$ cat src/pkg/pptbp_pkg.sv
// constants and carriers for the passive pass-through burst port
// assumes one add-on clock shared by the port and the local logic
package pptbp_pkg;

    // widths and depths
    localparam int DATA_W   = 32;
    localparam int REGION_W = 2;
    localparam int LANES    = 4;
    localparam int INDEX_W  = 5;
    localparam int CNT_W    = 5;
    localparam int DEPTH    = 16;
    localparam int PTR_W    = 4;

    // data holder / read fifo sits at byte offset 2Ch, index lines carry [6:2]
    localparam logic [7:0]         DATA_REG_OFFSET = 8'h2C;
    localparam logic [INDEX_W-1:0] DATA_REG_INDEX  = DATA_REG_OFFSET[6:2];

    // counts and steps
    localparam logic [CNT_W-1:0]  ONE_WORD     = 5'h01;
    localparam logic [CNT_W-1:0]  NOPF_PACKET  = 5'h02;
    localparam logic [DATA_W-1:0] WORD_STEP    = 32'h0000_0004;

    // values after reset
    localparam logic [LANES-1:0]    LANES_IDLE_N = 4'hF;
    localparam logic [REGION_W-1:0] REGION_RST   = 2'h0;
    localparam logic [DATA_W-1:0]   DATA_RST     = 32'h0000_0000;
    localparam logic [CNT_W-1:0]    CNT_RST      = 5'h00;
    localparam logic [PTR_W-1:0]    PTR_RST      = 4'h0;

    // one pass-through access as recognised on the pci side
    typedef struct packed {
        logic [REGION_W-1:0] region;
        logic                isWrite;
        logic [DATA_W-1:0]   addr;
        logic [CNT_W-1:0]    count;
        logic [LANES-1:0]    lanesN;
    } pptbp_req_t;

    // one posted pci write word with its byte lanes
    typedef struct packed {
        logic [DATA_W-1:0] data;
        logic [LANES-1:0]  lanesN;
    } pptbp_word_t;

endpackage

$ cat src/design/pptbp_port.sv
// add-on side of the passive pass-through port: status pins, address
// fetch, data holder reads for pci writes and read fifo writes for pci reads
// assumes local logic runs on clk and keeps its own side of the handshake
//
// Behaviour
// - status pins update on the edge after an access is recognised
// - region pins carry the index of the targeted region
// - direction pin low for pci read, high for pci write
// - burst pin low while more than one phase remains
// - address fetch puts the stored address on the bus combinationally
// - read strobe with select drives holder data the following clock
// - ready sampled low completes phase and moves lanes to next word
// - ready sampled high means no completion and no advance
// - burst pin goes high when exactly one word remains
// - local logic sees last phase as burst high with pending low
// - ready on the last phase raises the pending pin
// - a new access is accepted from the clock after pending ends
// - pci read stores address and asks for a read fifo write
// - write strobe with select captures bus data into read fifo
// - ready on a read fifo write completes it and advances pointers
// - without prefetch pci reads split into packets of two or one
`timescale 1ns/1ps
module pptbp_port (
    // clock and reset
    input  wire logic                                clk,
    input  wire logic                                rst_n,
    // pci side access and posted write words
    input  wire logic                                pciReqValid,
    input  wire pptbp_pkg::pptbp_req_t               pciReq,
    output logic                                     pciReqReady,
    input  wire logic                                pciWrPush,
    input  wire pptbp_pkg::pptbp_word_t              pciWrWord,
    output logic                                     pciRdValid,
    output logic [pptbp_pkg::DATA_W-1:0]             pciRdData,
    input  wire logic                                prefetchEnable,
    // local bus inputs
    input  wire logic                                select_n,
    input  wire logic                                rd_n,
    input  wire logic                                wr_n,
    input  wire logic [pptbp_pkg::INDEX_W-1:0]       regIndex,
    input  wire logic [pptbp_pkg::LANES-1:0]         lane_enable_n,
    input  wire logic                                address_fetch_n,
    input  wire logic                                local_ready_n,
    // local data bus, split three ways
    input  wire logic [pptbp_pkg::DATA_W-1:0]        dqIn,
    output logic [pptbp_pkg::DATA_W-1:0]             dqOut,
    output logic                                     dqOe,
    // status pins
    output logic                                     access_pending_n,
    output logic                                     more_phases_n,
    output logic [pptbp_pkg::REGION_W-1:0]           region_index,
    output logic                                     direction_is_write,
    output logic [pptbp_pkg::LANES-1:0]              valid_lanes_n
);

    typedef enum logic [1:0] {IDLE, ACTIVE, GAP} pptbp_state_t;

    // read bursts without prefetch go out two words at most
    function automatic logic [pptbp_pkg::CNT_W-1:0] packetLen(
        input logic [pptbp_pkg::CNT_W-1:0] total,
        input logic                        isWrite,
        input logic                        prefetch
    );
        logic [pptbp_pkg::CNT_W-1:0] len;
        len = total;
        if (!isWrite && !prefetch && total > pptbp_pkg::NOPF_PACKET) begin
            len = pptbp_pkg::NOPF_PACKET;
        end
        return len;
    endfunction

    pptbp_state_t                        state;
    pptbp_state_t                        next_state;
    pptbp_pkg::pptbp_word_t              wrFifo [pptbp_pkg::DEPTH];
    logic [pptbp_pkg::PTR_W-1:0]         wrPut;
    logic [pptbp_pkg::PTR_W-1:0]         idx;
    logic [pptbp_pkg::PTR_W-1:0]         next_idx;
    logic [pptbp_pkg::CNT_W-1:0]         remain;
    logic [pptbp_pkg::CNT_W-1:0]         next_remain;
    logic [pptbp_pkg::CNT_W-1:0]         totalLeft;
    logic [pptbp_pkg::CNT_W-1:0]         next_totalLeft;
    logic                                isWrite;
    logic [pptbp_pkg::LANES-1:0]         readLanesN;
    logic [pptbp_pkg::DATA_W-1:0]        addrHolder;
    logic [pptbp_pkg::DATA_W-1:0]        dataOut;
    logic                                rdOe;
    logic [pptbp_pkg::DATA_W-1:0]        readWord;

    // decode of the local bus
    wire logic                           takeReq;
    wire logic                           selHit;
    wire logic                           rdHit;
    wire logic                           wrHit;
    wire logic                           fetchOn;
    wire logic                           phaseDone;
    wire logic                           lastDone;
    wire logic                           dirNext;
    wire logic [pptbp_pkg::CNT_W-1:0]    firstLen;
    wire logic [pptbp_pkg::CNT_W-1:0]    gapLen;
    wire logic [pptbp_pkg::LANES-1:0]    next_lanes;
    wire pptbp_pkg::pptbp_word_t         curWord;

    assign takeReq   = pciReqValid && pciReqReady && (pciReq.count != pptbp_pkg::CNT_RST);
    assign selHit    = !select_n && (regIndex == pptbp_pkg::DATA_REG_INDEX)
                       && (lane_enable_n != pptbp_pkg::LANES_IDLE_N);
    assign rdHit     = selHit && !rd_n;
    assign wrHit     = selHit && !wr_n;
    assign fetchOn   = !address_fetch_n;
    assign phaseDone = (state == ACTIVE) && !local_ready_n;
    assign lastDone  = phaseDone && (remain == pptbp_pkg::ONE_WORD);
    assign dirNext   = takeReq ? pciReq.isWrite : isWrite;
    assign firstLen  = packetLen(pciReq.count, pciReq.isWrite, prefetchEnable);
    assign gapLen    = packetLen(totalLeft, isWrite, prefetchEnable);
    assign curWord   = wrFifo[idx];
    assign next_lanes = dirNext ? wrFifo[next_idx].lanesN
                                : (takeReq ? pciReq.lanesN : readLanesN);
    assign dqOut     = fetchOn ? addrHolder : dataOut;
    assign dqOe      = fetchOn || rdOe;

    always_comb begin
        next_state     = state;
        next_idx       = idx;
        next_remain    = remain;
        next_totalLeft = totalLeft;
        unique case (state)
            IDLE: begin
                if (takeReq) begin
                    next_state     = ACTIVE;
                    next_idx       = pptbp_pkg::PTR_RST;
                    next_remain    = firstLen;
                    next_totalLeft = pciReq.count - firstLen;
                end
            end
            ACTIVE: begin
                if (phaseDone) begin
                    next_idx    = idx + 1'b1;
                    next_remain = remain - 1'b1;
                end
                if (lastDone) begin
                    next_state = (totalLeft != pptbp_pkg::CNT_RST) ? GAP : IDLE;
                end
            end
            GAP: begin
                next_state     = ACTIVE;
                next_remain    = gapLen;
                next_totalLeft = totalLeft - gapLen;
            end
            default: begin
                next_state = IDLE;
            end
        endcase
    end

    // sequencing and status pins
    always_ff @(posedge clk or negedge rst_n) begin
        if (!rst_n) begin
            state            <= IDLE;
            idx              <= pptbp_pkg::PTR_RST;
            remain           <= pptbp_pkg::CNT_RST;
            totalLeft        <= pptbp_pkg::CNT_RST;
            pciReqReady      <= 1'b1;
            access_pending_n <= 1'b1;
            more_phases_n    <= 1'b1;
            valid_lanes_n    <= pptbp_pkg::LANES_IDLE_N;
        end else begin
            state            <= next_state;
            idx              <= next_idx;
            remain           <= next_remain;
            totalLeft        <= next_totalLeft;
            pciReqReady      <= (next_state == IDLE);
            access_pending_n <= (next_state != ACTIVE);
            more_phases_n    <= !((next_state == ACTIVE) && (next_remain > pptbp_pkg::ONE_WORD));
            valid_lanes_n    <= (next_state == ACTIVE) ? next_lanes : pptbp_pkg::LANES_IDLE_N;
        end
    end

    // access attributes and stored address
    always_ff @(posedge clk or negedge rst_n) begin
        if (!rst_n) begin
            isWrite            <= 1'b0;
            readLanesN         <= pptbp_pkg::LANES_IDLE_N;
            region_index       <= pptbp_pkg::REGION_RST;
            direction_is_write <= 1'b0;
            addrHolder         <= pptbp_pkg::DATA_RST;
        end else if (takeReq) begin
            isWrite            <= pciReq.isWrite;
            readLanesN         <= pciReq.lanesN;
            region_index       <= pciReq.region;
            direction_is_write <= pciReq.isWrite;
            addrHolder         <= pciReq.addr;
        end else if (phaseDone) begin
            addrHolder         <= addrHolder + pptbp_pkg::WORD_STEP;
        end
    end

    // posted write words; filled before the access, emptied when it ends
    always_ff @(posedge clk or negedge rst_n) begin
        if (!rst_n) begin
            wrPut <= pptbp_pkg::PTR_RST;
        end else if (lastDone && isWrite && next_state == IDLE) begin
            wrPut <= pptbp_pkg::PTR_RST;
        end else if (pciWrPush) begin
            wrPut <= wrPut + 1'b1;
        end
    end

    always_ff @(posedge clk) begin
        if (pciWrPush) begin
            wrFifo[wrPut] <= pciWrWord;
        end
    end

    // holder read towards local logic
    always_ff @(posedge clk or negedge rst_n) begin
        if (!rst_n) begin
            dataOut <= pptbp_pkg::DATA_RST;
            rdOe    <= 1'b0;
        end else begin
            rdOe <= rdHit;
            if (rdHit) begin
                dataOut <= curWord.data;
            end
        end
    end

    // read fifo write from local logic towards pci
    always_ff @(posedge clk or negedge rst_n) begin
        if (!rst_n) begin
            readWord   <= pptbp_pkg::DATA_RST;
            pciRdValid <= 1'b0;
            pciRdData  <= pptbp_pkg::DATA_RST;
        end else begin
            if (wrHit) begin
                readWord <= dqIn;
            end
            pciRdValid <= phaseDone && !isWrite;
            if (phaseDone && !isWrite) begin
                pciRdData <= wrHit ? dqIn : readWord;
            end
        end
    end

    // checks
    property p_status_follows;
        @(posedge clk) disable iff (!rst_n)
        takeReq |=> !access_pending_n && region_index == $past(pciReq.region)
                    && direction_is_write == $past(pciReq.isWrite);
    endproperty
    a_status_follows: assert property (p_status_follows)
        else $error("status pins did not follow the accepted access");

    property p_burst_pin;
        @(posedge clk) disable iff (!rst_n)
        !access_pending_n |-> more_phases_n == (remain <= pptbp_pkg::ONE_WORD);
    endproperty
    a_burst_pin: assert property (p_burst_pin)
        else $error("burst pin disagrees with words remaining");

    property p_wait_holds;
        @(posedge clk) disable iff (!rst_n)
        (state == ACTIVE) && local_ready_n |=> $stable(remain) && $stable(idx)
                                               && $stable(valid_lanes_n);
    endproperty
    a_wait_holds: assert property (p_wait_holds)
        else $error("phase advanced during a wait state");

    property p_advance;
        @(posedge clk) disable iff (!rst_n)
        phaseDone && remain > pptbp_pkg::ONE_WORD |=> remain == $past(remain) - 1'b1
                                                      && !access_pending_n;
    endproperty
    a_advance: assert property (p_advance)
        else $error("ready did not complete the phase");

    property p_last_ends;
        @(posedge clk) disable iff (!rst_n)
        lastDone |=> access_pending_n && more_phases_n ##1 pciReqReady || !access_pending_n;
    endproperty
    a_last_ends: assert property (p_last_ends)
        else $error("pending stayed low after the last phase");

    property p_fetch_drives;
        @(posedge clk) disable iff (!rst_n)
        fetchOn |-> dqOe && dqOut == addrHolder;
    endproperty
    a_fetch_drives: assert property (p_fetch_drives)
        else $error("stored address not on the bus during fetch");

    property p_holder_read;
        @(posedge clk) disable iff (!rst_n)
        rdHit ##1 address_fetch_n |-> dqOe && dqOut == $past(curWord.data);
    endproperty
    a_holder_read: assert property (p_holder_read)
        else $error("holder data missing the clock after a read");

    property p_fifo_capture;
        @(posedge clk) disable iff (!rst_n)
        wrHit && (state == ACTIVE) && !isWrite && !local_ready_n
            |=> pciRdValid && pciRdData == $past(dqIn);
    endproperty
    a_fifo_capture: assert property (p_fifo_capture)
        else $error("read fifo word not captured from the bus");

    property p_packet_split;
        @(posedge clk) disable iff (!rst_n)
        $fell(access_pending_n) && !direction_is_write && !prefetchEnable
            |-> remain <= pptbp_pkg::NOPF_PACKET;
    endproperty
    a_packet_split: assert property (p_packet_split)
        else $error("read packet longer than two words without prefetch");

    property p_idle_quiet;
        @(posedge clk) disable iff (!rst_n)
        (state == IDLE) && !rdOe && address_fetch_n |-> !dqOe && access_pending_n;
    endproperty
    a_idle_quiet: assert property (p_idle_quiet)
        else $error("bus driven while idle");

    c_write_burst: cover property (@(posedge clk) disable iff (!rst_n)
        takeReq && pciReq.isWrite && pciReq.count > pptbp_pkg::NOPF_PACKET ##[1:40] lastDone);
    c_read_wait: cover property (@(posedge clk) disable iff (!rst_n)
        phaseDone && !isWrite ##1 local_ready_n ##1 phaseDone);
    c_read_gap: cover property (@(posedge clk) disable iff (!rst_n)
        state == GAP && access_pending_n ##1 !access_pending_n);
    c_fetch: cover property (@(posedge clk) disable iff (!rst_n)
        fetchOn && !access_pending_n);

endmodule

$ cat config.mk
export PLATFORM = sky130hd
export DESIGN_NAME = pptbp_port
export DESIGN_NICKNAME = d
export VERILOG_FILES = /design/src/pkg/pptbp_pkg.sv /design/src/design/pptbp_port.sv
export SDC_FILE = /design/constraint.sdc
export NUM_CORES = 1
export LEC_CHECK = 0
export BUFFER_PORTS_ARGS = -buffer_cell sky130_fd_sc_hd__buf_2
export CAP_MARGIN = 40
export CORE_UTILIZATION = 55
export CTS_BUF_LIST = sky130_fd_sc_hd__clkbuf_2 sky130_fd_sc_hd__clkbuf_4 sky130_fd_sc_hd__clkbuf_8
export CTS_CLUSTER_DIAMETER = 200
export DETAILED_ROUTE_END_ITERATION = 6
export PLACE_DENSITY = 0.85
export SETUP_SLACK_MARGIN = 0.5
export SLEW_MARGIN = 0
export SYNTH_ARGS = -nofsm -noshare
export SYNTH_HDL_FRONTEND = slang
export SYNTH_SLANG_ARGS = --single-unit
$ cat constraint.sdc
create_clock -name clk -period 3.2 [get_ports clk]
set_clock_uncertainty 0.15 [all_clocks]
set_input_delay 0 -clock clk [delete_from_list [all_inputs] [get_ports clk]]
set_output_delay 0 -clock clk [all_outputs]
set_load 0.05 [all_outputs]
==> metrics.yaml <==
global_routing:
  antenna_found_initial: 6
  grt_max_degree: 89
  overflow: 0
  grt_pass1_vias: 18878
  grt_pass1_wl_um: 115000
  grt.total_usage: 0.291
setup_path:
  critical_path_class: "flop to flop"
  cp-start-kind: "flop"
  endpoint_kind: "flop"
  crit_path_max_fanout: 7
  critical_path_required_ns: 3.63
  cp.arrival_ns: 3.11
run_status:
  failed_checks: "design-rule violations"
  status: "complete, but fails checks"
routing:
  drt_iter0_markers: 1982
  avgRoutedWirePerCell_um: 27.4
  ant_nets: 0
  vias_per_cell: 6.29
  firstDrtPassIters: 7
  drc_errors: 54
  wl_um: 78800
  vias: 18118
cells_and_area:
  area_growth_pct: 24.7
  multi_input_area_mm2: 0.00784
  drive_gt1_frac: 0.375
  layout_common_cells: "edfxtp_1, dlygate4sd3_1, buf_2, mux4_2, dfrtp_1"
  utilization: 0.698
  final_common_cell: "edfxtp_1"
  nNetsFinal: 2224
  seq_area_mm2: 0.0214
  fillers: 3003
clock_network:
  cts_buffer_depth: 3
  htreeDepth: 3
  path_clk_slew_ns: 0.06
  cts_buffers: 114
  cts_tree: "built"
  clock_latency_ns: 0.75
  root_buffer: "clkbuf_8"
  cts_sinks: 741
timing:
  fmax_mhz: 372
  worst-slew-pin-transition_ns: 0.815
  finalHoldViolCount: 0
  relSlewSlack: 0.457
  drv_slew: 0
  tns_ns: 0
  rsz0062_at_grt: "true"
  fin_crit_sh: 0.839
  period_minus_slack_ns: 2.68
  setup_violations: 0
synthesis:
  synthFlopType: "edfxtp_1"
  synth_cell_types: 70
  syn_avg_cell_area_um2: 19.3
  synth_edf_count: 576
  synth_top_cell_area_share: 0.584
  netlist_instances: 1536
  yosys-top-cells-area: "edfxtp_1, dfrtp_1, mux4_2"
  seq_area_frac_synth: 0.724
  ys_ff_latch: 741
  yosys_warnings: 0
  synth_area_leader_cell: "edfxtp_1"
  synth_area_mm2: 0.0296
  ys_async_sr_fraction: 0.223
floorplan:
  dieWidth_um: 234
  start_util: 0.560
  coreArea_mm2: 0.0529
  die_h_um: 234
  rows: 84
  io_pins: 207
  die-area_mm2: 0.0548
placed_design:
  dpl.hpwl_um: 41700
  port_buffers: 206
  globalplace.congestion: 0.938
pwr:
  ir_worst_vdd_uv: 721
  p_leak_nw: 13.6
  pwr_density_cell_mw_per_mm2: 855
worst_hold_path:
  hold_class: "input pin to flop"
run:
  maxCapViolCount: 0
## Yosys cell counts (3+ instances only)
library cell  count
edfxtp_1        576
mux4_2          160
dfrtp_1         154
mux2_2          134
nand2_1          71
o21ai_0          42
clkbuf_1         41
nor2_1           35
inv_1            26
xor2_1           23
buf_2            22
and2_1           20
a221oi_1         14
mux2i_1          13
and3_1           12
xnor2_1          12
dfstp_2          11
nand3_1          11
nand4_1          11
nor3_1           11
a2111oi_0        10
ha_1             10
a21oi_1           8
a221o_1           7
buf_1             7
nor3b_1           6
o31a_1            6
a211oi_1          5
o211ai_1          5
o21a_1            5
a2111o_1          4
a31oi_1           4
and4_1            4
a311o_1           3
buf_6             3
nand2b_1          3
nor4_1            3
o21ai_1           3
## layout make-up
class	count	area share
repair buffers	505	0.113
diodes	7	0.000474
clock buffers	171	0.0576
well taps	688	0.0233
multi-input cells	693	0.212
inverters	28	0.00305
clock inverters	46	0.00929
flip-flops and latches	741	0.581
## worst max-delay path, stage by stage (launching register included)
cell	delay, ns
dfrtp_1	0.44
or2_2	0.37
or3_1	0.37
ha_1	0.25
o311ai_0	0.47
o21ai_0	0.18
o21ai_0	0.23
o21ai_0	0.11
## kinds of logic after synthesis
family                     share of synthesized area
AOI/OAI and AO/OA                             0.0353
xor gates and xnor gates                      0.0104
DFF                                            0.724
buffers and inverters                         0.0151
other                                       0.000127
adders and majority gates                    0.00423
muxes                                          0.178
and+or+nand+nor                               0.0333
## through the flow
| stage | power (mW) | worst slack (ns) | hold slack [ns] | instance area [um2] | instances |
|---|---|---|---|---|---|
| 2_1_floorplan | 19.9 | 0.577 | -0.446 | 29600 | 1537 |
| 4_1_cts | 31.3 | 0.471 | 0.00395 | 36800 | 2867 |
| 5_1_grt | 32.7 | 0.416 | 0.0328 | 36900 | 2877 |
| 6_report | 31.6 | 0.515 | 0.0408 | 36900 | 2879 |
| 3_3_place_gp | 22.1 | 0.492 | -0.0995 | 31800 | 2403 |
| 3_5_place_dp | 22.5 | 0.381 | -0.0935 | 31800 | 2403 |
## what timing repair did
item,4_1_cts,5_1_grt
buffers inserted,4,4
resized for setup,4,22
setup endpoints to repair,11,35
pin swaps,2,2
gates cloned,0,0
hold endpoints to repair,969,0
hold buffers,243,0
## final timing paths
| check | start | to | slack [ns] | cells after the start |
|---|---|---|---|---|
| max | isWrite | totalLeft[4] | 0.52 | 7 |
| min | pciWrWord[14] | wrFifo[13][14] | 0.04 | 2 |
| max reg2reg | isWrite | totalLeft[4] | 0.52 | 7 |
| min reg2reg | pciRdData[3] | pciRdData[3] | 0.35 | 1 |
| max in group asynchronous | rst_n | more_phases_n | 2.14 | 4 |
| min in group asynchronous | rst_n | readLanesN[2] | 0.31 | 3 |
## where the power goes
group          internal (mW)  total (mW)  switching (mW)
combinational           4.41        10.3            5.90
clock                   4.60        8.34            3.73
sequential              12.0        12.9           0.925
## sequential cells by signal (all words and copies together), names as in the netlist
name	flops
wrFifo	576
addrHolder	32
dataOut	32
pciRdData	32
readWord	32
remain	5
totalLeft	5
idx	4
readLanesN	4
valid_lanes_n	4
wrPut	4
region_index	2
state	2
access_pending_n	1
direction_is_write	1
isWrite	1
more_phases_n	1
pciRdValid	1
pciReqReady	1
rdOe	1
## per-layer routing
metal,routed length (um),track usage
met5,0,0
met4,2620,0.115
met3,8660,0.0696
met2,39300,0.479
met1,28200,0.378
(Power assumes the default switching activity.)
